[src/logic/diag_cfg_pkg.sv]
// Package for the input fault diagnostic configuration bank.
// Assumes an 8-bit register port in the device control logic.
`default_nettype none
package diag_cfg_pkg;

    // ------------------------------------------------------------
    // Register offsets
    // ------------------------------------------------------------
    localparam logic [7:0] ADDR_SCAN_SELECT   = 8'h64;
    localparam logic [7:0] ADDR_THRESHOLD_A   = 8'h65;
    localparam logic [7:0] ADDR_THRESHOLD_B   = 8'h66;
    localparam logic [7:0] ADDR_TIMING_CFG    = 8'h67;

    // ------------------------------------------------------------
    // Reset values
    // ------------------------------------------------------------
    localparam logic [7:0] RST_SCAN_SELECT    = 8'h00;
    localparam logic [7:0] RST_THRESHOLD_A    = 8'h37;
    localparam logic [7:0] RST_THRESHOLD_B    = 8'h87;
    localparam logic [7:0] RST_TIMING_CFG     = 8'hb8;

    // ------------------------------------------------------------
    // Field positions
    // ------------------------------------------------------------
    localparam int CHAN_EN_HI     = 7;
    localparam int CHAN_EN_LO     = 4;
    localparam int SE_NEG_BIT     = 1;
    localparam int AC_COUP_BIT    = 0;
    localparam int NIB_HI_MSB     = 7;
    localparam int NIB_HI_LSB     = 4;
    localparam int NIB_LO_MSB     = 3;
    localparam int NIB_LO_LSB     = 0;
    localparam int REPEAT_MSB     = 7;
    localparam int REPEAT_LSB     = 6;
    localparam int DEBOUNCE_MSB   = 3;
    localparam int DEBOUNCE_LSB   = 2;
    localparam int BAT_DBNC_BIT   = 1;
    localparam int DOUBLE_BIT     = 0;

    // ------------------------------------------------------------
    // Threshold steps in millivolts
    // ------------------------------------------------------------
    localparam logic [6:0] STEP_30_MV = 7'h1e;
    localparam logic [6:0] STEP_60_MV = 7'h3c;

    // ------------------------------------------------------------
    // Repetition timing
    // ------------------------------------------------------------
    localparam int CLK_HZ         = 50_000_000;
    localparam int REP_1_MS       = 1;
    localparam int REP_4_MS       = 4;
    localparam int REP_8_MS       = 8;
    localparam int CYC_PER_MS     = CLK_HZ / 1000;

    // ------------------------------------------------------------
    // Debounce counts
    // ------------------------------------------------------------
    localparam logic [4:0] DBNC_16 = 5'h10;
    localparam logic [4:0] DBNC_8  = 5'h08;
    localparam logic [4:0] DBNC_4  = 5'h04;
    localparam logic [4:0] DBNC_0  = 5'h00;

    typedef enum logic [1:0] {
        REP_CONT  = 2'b00,
        REP_1MS   = 2'b01,
        REP_4MS   = 2'b10,
        REP_8MS   = 2'b11
    } repeat_sel_t;

    // Host register port request
    typedef struct packed {
        logic       wr_en;
        logic       rd_en;
        logic [7:0] addr;
        logic [7:0] wdata;
    } reg_req_t;

    // Decoded settings handed to the scanner
    typedef struct packed {
        logic [3:0]  chan_scan_on;
        logic        scan_single_ended_neg;
        logic        scan_ac_coupled_pins;
        logic [10:0] terminal_short_mv;
        logic [10:0] battery_short_mv;
        logic [10:0] ground_short_mv;
        logic [10:0] bias_short_mv;
        logic [4:0]  fault_debounce;
        logic [4:0]  battery_short_debounce;
    } diag_settings_t;

endpackage
`default_nettype wire

[src/logic/diag_threshold_map.sv]
// Maps one 4-bit threshold code to millivolts.
// Assumes clk with an asynchronous active-low rst_n; output is registered.
`timescale 1ns/10ps
`default_nettype none
module diag_threshold_map #(
    parameter logic [6:0] STEP_MV = diag_cfg_pkg::STEP_30_MV
) (
    input  wire logic        clk,
    input  wire logic        rst_n,
    input  wire logic [3:0]  code,
    input  wire logic        double_on,
    output logic      [10:0] level_mv
);
    import diag_cfg_pkg::*;

    logic [10:0] next_level_mv;

    // Linear code times step, optionally doubled
    always_comb begin
        next_level_mv = 11'(code) * 11'(STEP_MV);
        if (double_on) begin
            next_level_mv = {next_level_mv[9:0], 1'b0};
        end
    end

    // Registered output
    always_ff @(posedge clk or negedge rst_n) begin
        if (!rst_n) begin
            level_mv <= 11'h000;
        end else begin
            level_mv <= next_level_mv;
        end
    end
endmodule
`default_nettype wire

[src/logic/input_fault_diag_config.sv]
// Configuration register bank for the input fault diagnostic scanner.
// Assumes host accesses arrive as a synchronous 8-bit register port.
`timescale 1ns/10ps
`default_nettype none
module input_fault_diag_config #(
    parameter int REP_8_CYCLES = diag_cfg_pkg::REP_8_MS * diag_cfg_pkg::CYC_PER_MS,
    parameter int REP_4_CYCLES = diag_cfg_pkg::REP_4_MS * diag_cfg_pkg::CYC_PER_MS,
    parameter int REP_1_CYCLES = diag_cfg_pkg::REP_1_MS * diag_cfg_pkg::CYC_PER_MS
) (
    input  wire logic                         clk,
    input  wire logic                         rst_n,
    input  wire diag_cfg_pkg::reg_req_t       req,
    output logic                              rd_valid,
    output logic      [7:0]                   rd_data,
    output var  diag_cfg_pkg::diag_settings_t settings,
    output logic                              scan_start
);
    import diag_cfg_pkg::*;

    // ------------------------------------------------------------
    // Register storage
    // ------------------------------------------------------------
    logic [7:0] diag_scan_select;
    logic [7:0] short_threshold_a;
    logic [7:0] short_threshold_b;
    logic [7:0] diag_timing_cfg;

    logic       threshold_double;
    logic [1:0] scan_repeat_sel;
    logic [1:0] fault_debounce_sel;
    logic       battery_short_debounce;

    assign threshold_double       = diag_timing_cfg[DOUBLE_BIT];
    assign scan_repeat_sel        = diag_timing_cfg[REPEAT_MSB:REPEAT_LSB];
    assign fault_debounce_sel     = diag_timing_cfg[DEBOUNCE_MSB:DEBOUNCE_LSB];
    assign battery_short_debounce = diag_timing_cfg[BAT_DBNC_BIT];

    // Host writes; reserved bits stored as written
    always_ff @(posedge clk or negedge rst_n) begin
        if (!rst_n) begin
            diag_scan_select  <= RST_SCAN_SELECT;
            short_threshold_a <= RST_THRESHOLD_A;
            short_threshold_b <= RST_THRESHOLD_B;
            diag_timing_cfg   <= RST_TIMING_CFG;
        end else if (req.wr_en) begin
            case (req.addr)
                ADDR_SCAN_SELECT: begin
                    diag_scan_select <= req.wdata;
                end
                ADDR_THRESHOLD_A: begin
                    short_threshold_a <= req.wdata;
                end
                ADDR_THRESHOLD_B: begin
                    short_threshold_b <= req.wdata;
                end
                ADDR_TIMING_CFG: begin
                    diag_timing_cfg <= req.wdata;
                end
                default: begin
                end
            endcase
        end
    end

    // Read-back, unmapped reads return zero
    always_ff @(posedge clk or negedge rst_n) begin
        if (!rst_n) begin
            rd_valid <= 1'b0;
            rd_data  <= 8'h00;
        end else begin
            rd_valid <= req.rd_en;
            if (req.rd_en) begin
                case (req.addr)
                    ADDR_SCAN_SELECT: rd_data <= diag_scan_select;
                    ADDR_THRESHOLD_A: rd_data <= short_threshold_a;
                    ADDR_THRESHOLD_B: rd_data <= short_threshold_b;
                    ADDR_TIMING_CFG:  rd_data <= diag_timing_cfg;
                    default:          rd_data <= 8'h00;
                endcase
            end
        end
    end

    // ------------------------------------------------------------
    // Scan selection
    // ------------------------------------------------------------
    logic [3:0] chan_scan_on;
    logic [3:0] held_chan_scan;
    logic       held_se_neg;
    logic       held_ac_pins;

    // Bit 7 is channel 1 down to bit 4 channel 4
    genvar ch;
    generate
        for (ch = 0; ch < 4; ch++) begin : g_chan
            assign chan_scan_on[ch] = diag_scan_select[CHAN_EN_HI - ch];
        end
    endgenerate

    // Hold scan selection flags for the scanner
    always_ff @(posedge clk or negedge rst_n) begin
        if (!rst_n) begin
            held_chan_scan <= 4'h0;
            held_se_neg    <= 1'b0;
            held_ac_pins   <= 1'b0;
        end else begin
            held_chan_scan <= chan_scan_on;
            held_se_neg    <= diag_scan_select[SE_NEG_BIT];
            held_ac_pins   <= diag_scan_select[AC_COUP_BIT];
        end
    end

    // ------------------------------------------------------------
    // Thresholds in millivolts
    // ------------------------------------------------------------
    logic [10:0] term_level_mv;
    logic [10:0] bat_level_mv;
    logic [10:0] gnd_level_mv;
    logic [10:0] bias_level_mv;

    // One registered mapper per threshold field
    diag_threshold_map #(.STEP_MV(STEP_30_MV)) u_term (
        .clk       (clk),
        .rst_n     (rst_n),
        .code      (short_threshold_a[NIB_HI_MSB:NIB_HI_LSB]),
        .double_on (threshold_double),
        .level_mv  (term_level_mv)
    );
    diag_threshold_map #(.STEP_MV(STEP_30_MV)) u_bat (
        .clk       (clk),
        .rst_n     (rst_n),
        .code      (short_threshold_a[NIB_LO_MSB:NIB_LO_LSB]),
        .double_on (threshold_double),
        .level_mv  (bat_level_mv)
    );
    diag_threshold_map #(.STEP_MV(STEP_60_MV)) u_gnd (
        .clk       (clk),
        .rst_n     (rst_n),
        .code      (short_threshold_b[NIB_HI_MSB:NIB_HI_LSB]),
        .double_on (threshold_double),
        .level_mv  (gnd_level_mv)
    );
    diag_threshold_map #(.STEP_MV(STEP_30_MV)) u_bias (
        .clk       (clk),
        .rst_n     (rst_n),
        .code      (short_threshold_b[NIB_LO_MSB:NIB_LO_LSB]),
        .double_on (threshold_double),
        .level_mv  (bias_level_mv)
    );

    // ------------------------------------------------------------
    // Debounce counts
    // ------------------------------------------------------------
    logic [4:0] held_fault_dbnc;
    logic [4:0] held_bat_dbnc;

    // Decode debounce selections; reset matches the timing reset value
    always_ff @(posedge clk or negedge rst_n) begin
        if (!rst_n) begin
            held_fault_dbnc <= DBNC_4;
            held_bat_dbnc   <= DBNC_16;
        end else begin
            case (fault_debounce_sel)
                2'h0:    held_fault_dbnc <= DBNC_16;
                2'h1:    held_fault_dbnc <= DBNC_8;
                2'h2:    held_fault_dbnc <= DBNC_4;
                default: held_fault_dbnc <= DBNC_0;
            endcase
            held_bat_dbnc <= battery_short_debounce ? DBNC_8 : DBNC_16;
        end
    end

    // ------------------------------------------------------------
    // Scan repetition timer
    // ------------------------------------------------------------
    logic [31:0] rep_count;
    logic [31:0] rep_limit;

    always_comb begin
        case (repeat_sel_t'(scan_repeat_sel))
            REP_1MS: rep_limit = 32'(REP_1_CYCLES);
            REP_4MS: rep_limit = 32'(REP_4_CYCLES);
            REP_8MS: rep_limit = 32'(REP_8_CYCLES);
            default: rep_limit = 32'h0000_0001;
        endcase
    end

    // Continuous mode pulses every cycle; otherwise one pulse per period
    always_ff @(posedge clk or negedge rst_n) begin
        if (!rst_n) begin
            rep_count  <= 32'h0000_0000;
            scan_start <= 1'b0;
        end else if (rep_count + 32'h0000_0001 >= rep_limit) begin
            rep_count  <= 32'h0000_0000;
            scan_start <= 1'b1;
        end else begin
            rep_count  <= rep_count + 32'h0000_0001;
            scan_start <= 1'b0;
        end
    end

    // ------------------------------------------------------------
    // Settings bundle
    // ------------------------------------------------------------
    // Pure wiring of flops, so each field keeps a single driver
    assign settings = '{
        chan_scan_on:           held_chan_scan,
        scan_single_ended_neg:  held_se_neg,
        scan_ac_coupled_pins:   held_ac_pins,
        terminal_short_mv:      term_level_mv,
        battery_short_mv:       bat_level_mv,
        ground_short_mv:        gnd_level_mv,
        bias_short_mv:          bias_level_mv,
        fault_debounce:         held_fault_dbnc,
        battery_short_debounce: held_bat_dbnc
    };
endmodule
`default_nettype wire

[config.mk]
export PLATFORM = sky130hd
export DESIGN_NAME = input_fault_diag_config
export DESIGN_NICKNAME = d
export VERILOG_FILES = /design/src/logic/diag_cfg_pkg.sv /design/src/logic/diag_threshold_map.sv /design/src/logic/input_fault_diag_config.sv
export SDC_FILE = /design/constraint.sdc
export NUM_CORES = 1
export LEC_CHECK = 0
export BUFFER_PORTS_ARGS = -buffer_cell sky130_fd_sc_hd__buf_2
export CORE_UTILIZATION = 45
export CTS_BUF_LIST = sky130_fd_sc_hd__clkbuf_8
export CTS_CLUSTER_SIZE = 40
export DETAILED_ROUTE_END_ITERATION = 8
export GPL_TIMING_DRIVEN = 0
export PLACE_DENSITY_LB_ADDON = 0.05
export SLEW_MARGIN = 20
export SYNTH_ARGS = -nofsm -noshare
export SYNTH_HDL_FRONTEND = slang
export SYNTH_SLANG_ARGS = --single-unit
[constraint.sdc]
create_clock -name clk -period 2.9 [get_ports clk]
set_clock_uncertainty 0.1 [all_clocks]
set_input_delay 0.435 -clock clk [delete_from_list [all_inputs] [get_ports clk]]
set_output_delay 0.435 -clock clk [all_outputs]
set_load 0.01 [all_outputs]
# Word level (Yosys, flattened, before mapping)
# Cells that the tools add are included.
totals:
  register_bits: 134
  input_bits: 20
  out_inout_bits: 70
  word_cells: 47
classes:
  add_sub_neg: 1
  n_mul: 4
  order_cmp: 1
  n_eq_ne: 9
  mux: 10
  n_reduce_logical: 5
op_table:
  columns: ["op", "count"]
  rows:
  - ["one-hot mux 19 bit (3 select lines)", 1]
  - ["adder 32 x 1 -> 32 bit, second input constant", 1]
  - ["equality test 8 x 7 -> 1 bit, second input constant", 4]
  - [">= comparator 32 bit", 1]
  - ["multiplier 4 x 4 -> 8 bit, second input constant", 4]
  - ["2-to-1 mux 32 bit", 1]
  - ["one-hot mux 8 bit (4 select lines)", 1]
  - ["2-to-1 mux 10 bit", 3]
  - ["one-hot mux 5 bit (3 select lines)", 1]
  - ["2-to-1 mux 11 bit", 1]
  - ["AND reduction 2 bit", 4]
  - ["equality test 2 bit, second input constant", 3]
  - ["2-to-1 mux 5 bit", 1]
  - ["equality test 2 x 1 -> 1 bit, second input constant", 2]
  - ["zero test 2 bit", 1]
  - ["2-to-1 mux 1 bit", 1]

# Depth between registers and ports, before layout
logic_depth:
  ltp_word: 4
  ltp_mapped: 15
  mapped_depth_nobuf: 14

# Modules after synthesis
# A second synthesis with hierarchy kept.
hier_totals:
  hier_cells: 630
  hier_area_um2: 7138.1
by_module_without_submodules:
  columns: ["mod", "instances", "cells_per_inst", "area_each_um2", "seq_area_each_um2"]
  rows:
  - ["input_fault_diag_config", 1, 360, 4285.4, 2145.8]
  - ["diag_threshold_map (u_bat ...)", 2, 68, 713.2, 225.2]
  - ["diag_threshold_map (u_gnd ...)", 2, 67, 713.2, 225.2]

# Worst setup path before layout
# OpenSTA, ideal clock, no wires.
synth_path:
  path_kind: "reg2reg"
  start: "reg rep_count[0]"
  end: "reg scan_start"
  setup_time_ns: 0.131
  arrival_time_ns: 3.002
  t_required_ns: 2.669
  path_slack_ns: -0.333
  path_stages_with_launch: 15
  path_buffers: 1
  period_less_slack_ns: 3.233
  path_cell_list: "dfrtp_1 -> ha_1 -> nand3_1 -> nor2_1 -> and3_1 -> xor2_1 -> ha_1 -> nand2_1 -> o21a_1 -> nand4_1 -> o211a_1 -> o311ai_1 -> nand3_1 -> buf_2 -> or3_1"
synth_via:
  elab_chain_len: 3
synth_rtl:
  columns: ["element", "line", "rtl"]
  rows:
  - ["start: declaration", "input_fault_diag_config.sv:176", "logic [31:0] rep_count;"]
  - ["start signal: assignment", "input_fault_diag_config.sv:197", "rep_count <= rep_count + 32'h0000_0001;"]
  - ["adder 32 x 1 -> 32 bit", "input_fault_diag_config.sv:193", "end else if (rep_count + 32'h0000_0001 >= rep_limit) begin"]
  - [">= comparator 32 bit", "input_fault_diag_config.sv:193", null]
  - ["2-to-1 mux 1 bit", "input_fault_diag_config.sv:193", null]
  - ["end signal: assignment", "input_fault_diag_config.sv:192", "scan_start <= 1'b0;"]
  - ["end signal: assignment", "input_fault_diag_config.sv:195", "scan_start <= 1'b1;"]
  - ["end signal: assignment", "input_fault_diag_config.sv:198", "scan_start <= 1'b0;"]
  - ["end: declaration", "input_fault_diag_config.sv:16", "output logic scan_start"]
# No other way between the ends.
# A chain may end at the register's enable or synchronous reset.

# Worst setup path in the final report
layout_path:
  start: "reg rep_count[6]"
  end: "reg scan_start"
# Same word-level chain as after synthesis.

==> flow_summary_export.csv <==
group,metric,value,unit
clock_network,cts_buffers,17,
place,place_area,0.00763,sq mm
detailed_routing,vias_per_cell,5.15,
clock_network,ctsHtreeMaxLevel,4,
pwr,p_per_area,452,mW/mm^2
logic_synthesis,ys_ff_latch,121,
logic_synthesis,synth_common_cells,"dfrtp_1 (106), ha_1 (65), mux2_2 (45), nand2_1 (39), nor2_1 (39)",
floorplanning,ioPinCount,90,
pwr,power_leakage,4.49,nW
setup_path,ff2ff_setup_slack,-0.47,ns
finish,multi_input_area,0.00400,sq mm
finish,postLayoutCellArea,0.00893,sq mm
detailed_routing,ant_nets,0,
pwr,switching_share,27.9,%
global_routing,grt_max_degree,78,
place,dp_worst_setup_slack,-0.615,ns
logic_synthesis,synth_area,0.00684,sq mm
finish,post-route-util,60.7,%
setup_path,cp.arrival,3.59,ns
floorplanning,core,0.0147,sq mm
floorplanning,dieArea,0.0157,sq mm
place,gp_congestion,0.856,
setup_path,critical_path_peak_fanout,5,
global_routing,gr-total-overflow,0,
pwr,p_comb_share,13.9,%
global_routing,grt_pass1_vias,5084,
clock_network,clk_pin_slew,0.09,ns
sta,setup_tns,-8.67,ns
logic_synthesis,synth.top_cell.area_share,38.8,%
setup_path,cp-start-kind,"flip-flop",
finish,nets,882,
logic_synthesis,asyncSetResetFlopFracSynth,100,%
logic_synthesis,synth_most_common_cell,"dfrtp_1",
logic_synthesis,synth_area_leaders,"dfrtp_1 (39%), ha_1 (12%), mux2_2 (7.4%)",
clock_network,cts_tree,"done",
detailed_routing,totalWireLength,16200,um
place,portBuffers,76,
finish,layout-drive-gt1-share,41.4,%
setup_path,crit_type,"flip-flop to flip-flop",
setup_path,critPathSlowestCell,"dfrtp_1",
detailed_routing,wl_per_cell,16.7,um
logic_synthesis,avgSynthCellArea,11.5,sq um
sta,post-route-period-util,116,%
sta,relSlewSlack,43.9,%
detailed_routing,vias,5019,
logic_synthesis,syn_inst,597,
pwr,p_int,2.91,mW
sta,grt_setup_unrepaired,"yes",
floorplanning,die_height,125,um
floorplanning,start_util,46.5,%
setup_path,critical_path_required,3.12,ns
floorplanning,std_cell_rows,44,
detailed_routing,drt_iter0_drc,231,
detailed_routing,drc,0,
clock_network,numClockSinks,121,
global_routing,grt_pass1_wl,25900,um
pwr,power_frac_seq,45.9,%
finish,antenna_cells,0,
outcome,violations,"setup timing",
global_routing,antenna_found_initial,0,
logic_synthesis,synth_edf_count,0,
pwr,switchingPower,1.13,mW
sta,fin_crit,3.37,ns
hold_path,hold_class,"primary input to flip-flop",
outcome,status,"finished with violations",
place,place_hpwl,10500,um
sta,setup_ws,-0.471,ns
logic_synthesis,synth_warnings,0,
setup_path,endpoint_kind,"flip-flop",
sta,finalSetupViolCount,23,
job,cap_viol_max_count,0,
setup_path,max_stage_delay,0.43,ns
sta,fmaxAchievable,297,MHz
pwr,peakVddDrop,0.371,mV
floorplanning,die_width,125,um
finish,area_growth,30.5,%
global_routing,grt_usage,21.3,%
clock_network,cts.path.max_buffers,2,
sta,hold_viol,0,
logic_synthesis,synth_cell_types,52,
logic_synthesis,synth_top_cell_by_area,"dfrtp_1",
finish,final_cells,974,
place,place_inst,883,
finish,ff_latch_area,0.00306,sq mm
sta,worst_slew_pin_slew,0.842,ns
sta,slew_viol_final,0,
finish,fillers,1231,
logic_synthesis,synth_ff_type,"dfrtp_1",
clock_network,clockRootBuffer,"clkbuf_8",
logic_synthesis,ys_seq_area_share,44.5,%
setup_path,path_cells,"nand4_4, nor3_4, xor2_2, ha_1, a21oi_1, o21a_1, nand4_1, o211a_1, o311ai_2, nand3_2, buf_6, or3_1",
pwr,power.share.clock,40.3,%
clock_network,clk_latency,0.44,ns
detailed_routing,dr.pass1.iters,7,
## registers in the layout (all words and copies together) (netlist names), 2 cells and up
signal / flops
diag_scan_select: 8
held_chan_scan: 4
diag_timing_cfg: 8
held_fault_dbnc: 3
u_bat.level_mv: 9
rep_count: 32
rd_data: 8
short_threshold_a: 8
u_gnd.level_mv: 9
short_threshold_b: 8
u_bias.level_mv: 9
held_bat_dbnc: 2
u_term.level_mv: 9
## worst max-delay path, delay by kind of cell (launching register included)
family / cells / cell delay (ns)
flip-flops: 1 / 0.43
XOR/XNOR: 1 / 0.23
AO/OA/AOI/OAI: 4 / 0.91
AND/OR/NAND/NOR: 5 / 1.09
adder cells (fa/ha/maj): 1 / 0.29
buffers and inverters: 1 / 0.19
## metal layers
layer | part of all wire, % | global-route usage (%) | vias to the layer above
met3 | 3.4 | 5.05 | 22
met4 | 1.7 | 6.74 | 0
met2 | 54 | 38.1 | 107
li1 | - | - | 2417
met5 | 0 | 0 | -
met1 | 41 | 25.3 | 2473
## timing repair
action                     CTS  global route
setup endpoints to repair   29            33
setup buffers               27            30
hold buffers                 2             0
gates resized for setup     44            48
pin swaps                   32            36
gates cloned                 2             0
hold endpoints to repair    45             0
## layout by cell type, fill, tap and decap left out, drive strengths merged, types with 3 or more instances in the layout
master and n:
a211o 3, a21o 4, a21oi 22, a22oi 14, a31oi 8, and3 5, buf 158, bufinv 3
clkbuf 27, clkinvlp 3, conb 26, dfrtp 106, dfstp 15, fa 20, ha 65, inv 37
mux2 45, nand2 40, nand3 20, nand4 8, nor2 39, nor2b 8, nor3 7, nor3b 3
nor4 8, nor4b 14, o21ai 15, o21bai 5, xnor2 26, xor2 13
## final timing paths
kind / from / end / depth (start not counted)
worst min register to register: diag_scan_select[4]$_DFFE_PN0P_ / held_chan_scan[3]$_DFF_PN0_ / 0
min in group asynchronous: rst_n / rep_count[26]$_DFF_PN0_ / 2
worst min-delay path: req[0] / diag_scan_select[0]$_DFFE_PN0P_ / 2
worst max register to register: rep_count[6]$_DFF_PN0_ / scan_start$_DFF_PN0_ / 12
worst max-delay path: rep_count[6]$_DFF_PN0_ / scan_start$_DFF_PN0_ / 12
max in group asynchronous: rst_n / diag_timing_cfg[4]$_DFFE_PN1P_ / 3
## power by group through the flow
stage                     Combinational (mW)  Clock [mW]  Sequential, mW
after floorplan                        0.266           0            1.91
after detailed placement               0.484           0            1.89
after global routing                   0.624        1.74            1.86
after CTS                              0.535        1.66            1.86
final                                  0.561        1.63            1.85
after global placement                 0.472           0            1.89
## logic make-up (layout without fill, tap and decap cells)
logic type	count (synthesis)	count (layout)	share of synthesized area, %
flip-flops	121	121	44.5
buffers and inverters	64	232	4.46
XOR/XNOR	39	39	4.99
AND/OR/NAND/NOR	160	160	12.8
adder cells (fa/ha/maj)	85	85	17.7
multiplexers	46	46	7.74
other	1	26	0.0548
AO/OA/AOI/OAI	81	81	7.66
## layout make-up
type / instances / area share (%)
plain buffers: 33 / 2.51
clock inverters: 15 / 2.09
clock buffers: 17 / 2.62
repair buffers: 137 / 9.78
inverters: 30 / 1.26
flip-flops and latches: 121 / 34.3
multi-input cells: 437 / 44.8
well taps: 184 / 2.58
## per-stage QoR
stage	hold slack (ns)	total power, mW
global route	0.136	4.23
finish	0.161	4.04
detailed placement	0.284	2.38
floorplan	0.0394	2.17
CTS	0.148	4.05
global placement	0.283	2.36
No activity file was read; power rests on OpenSTA's default activity.
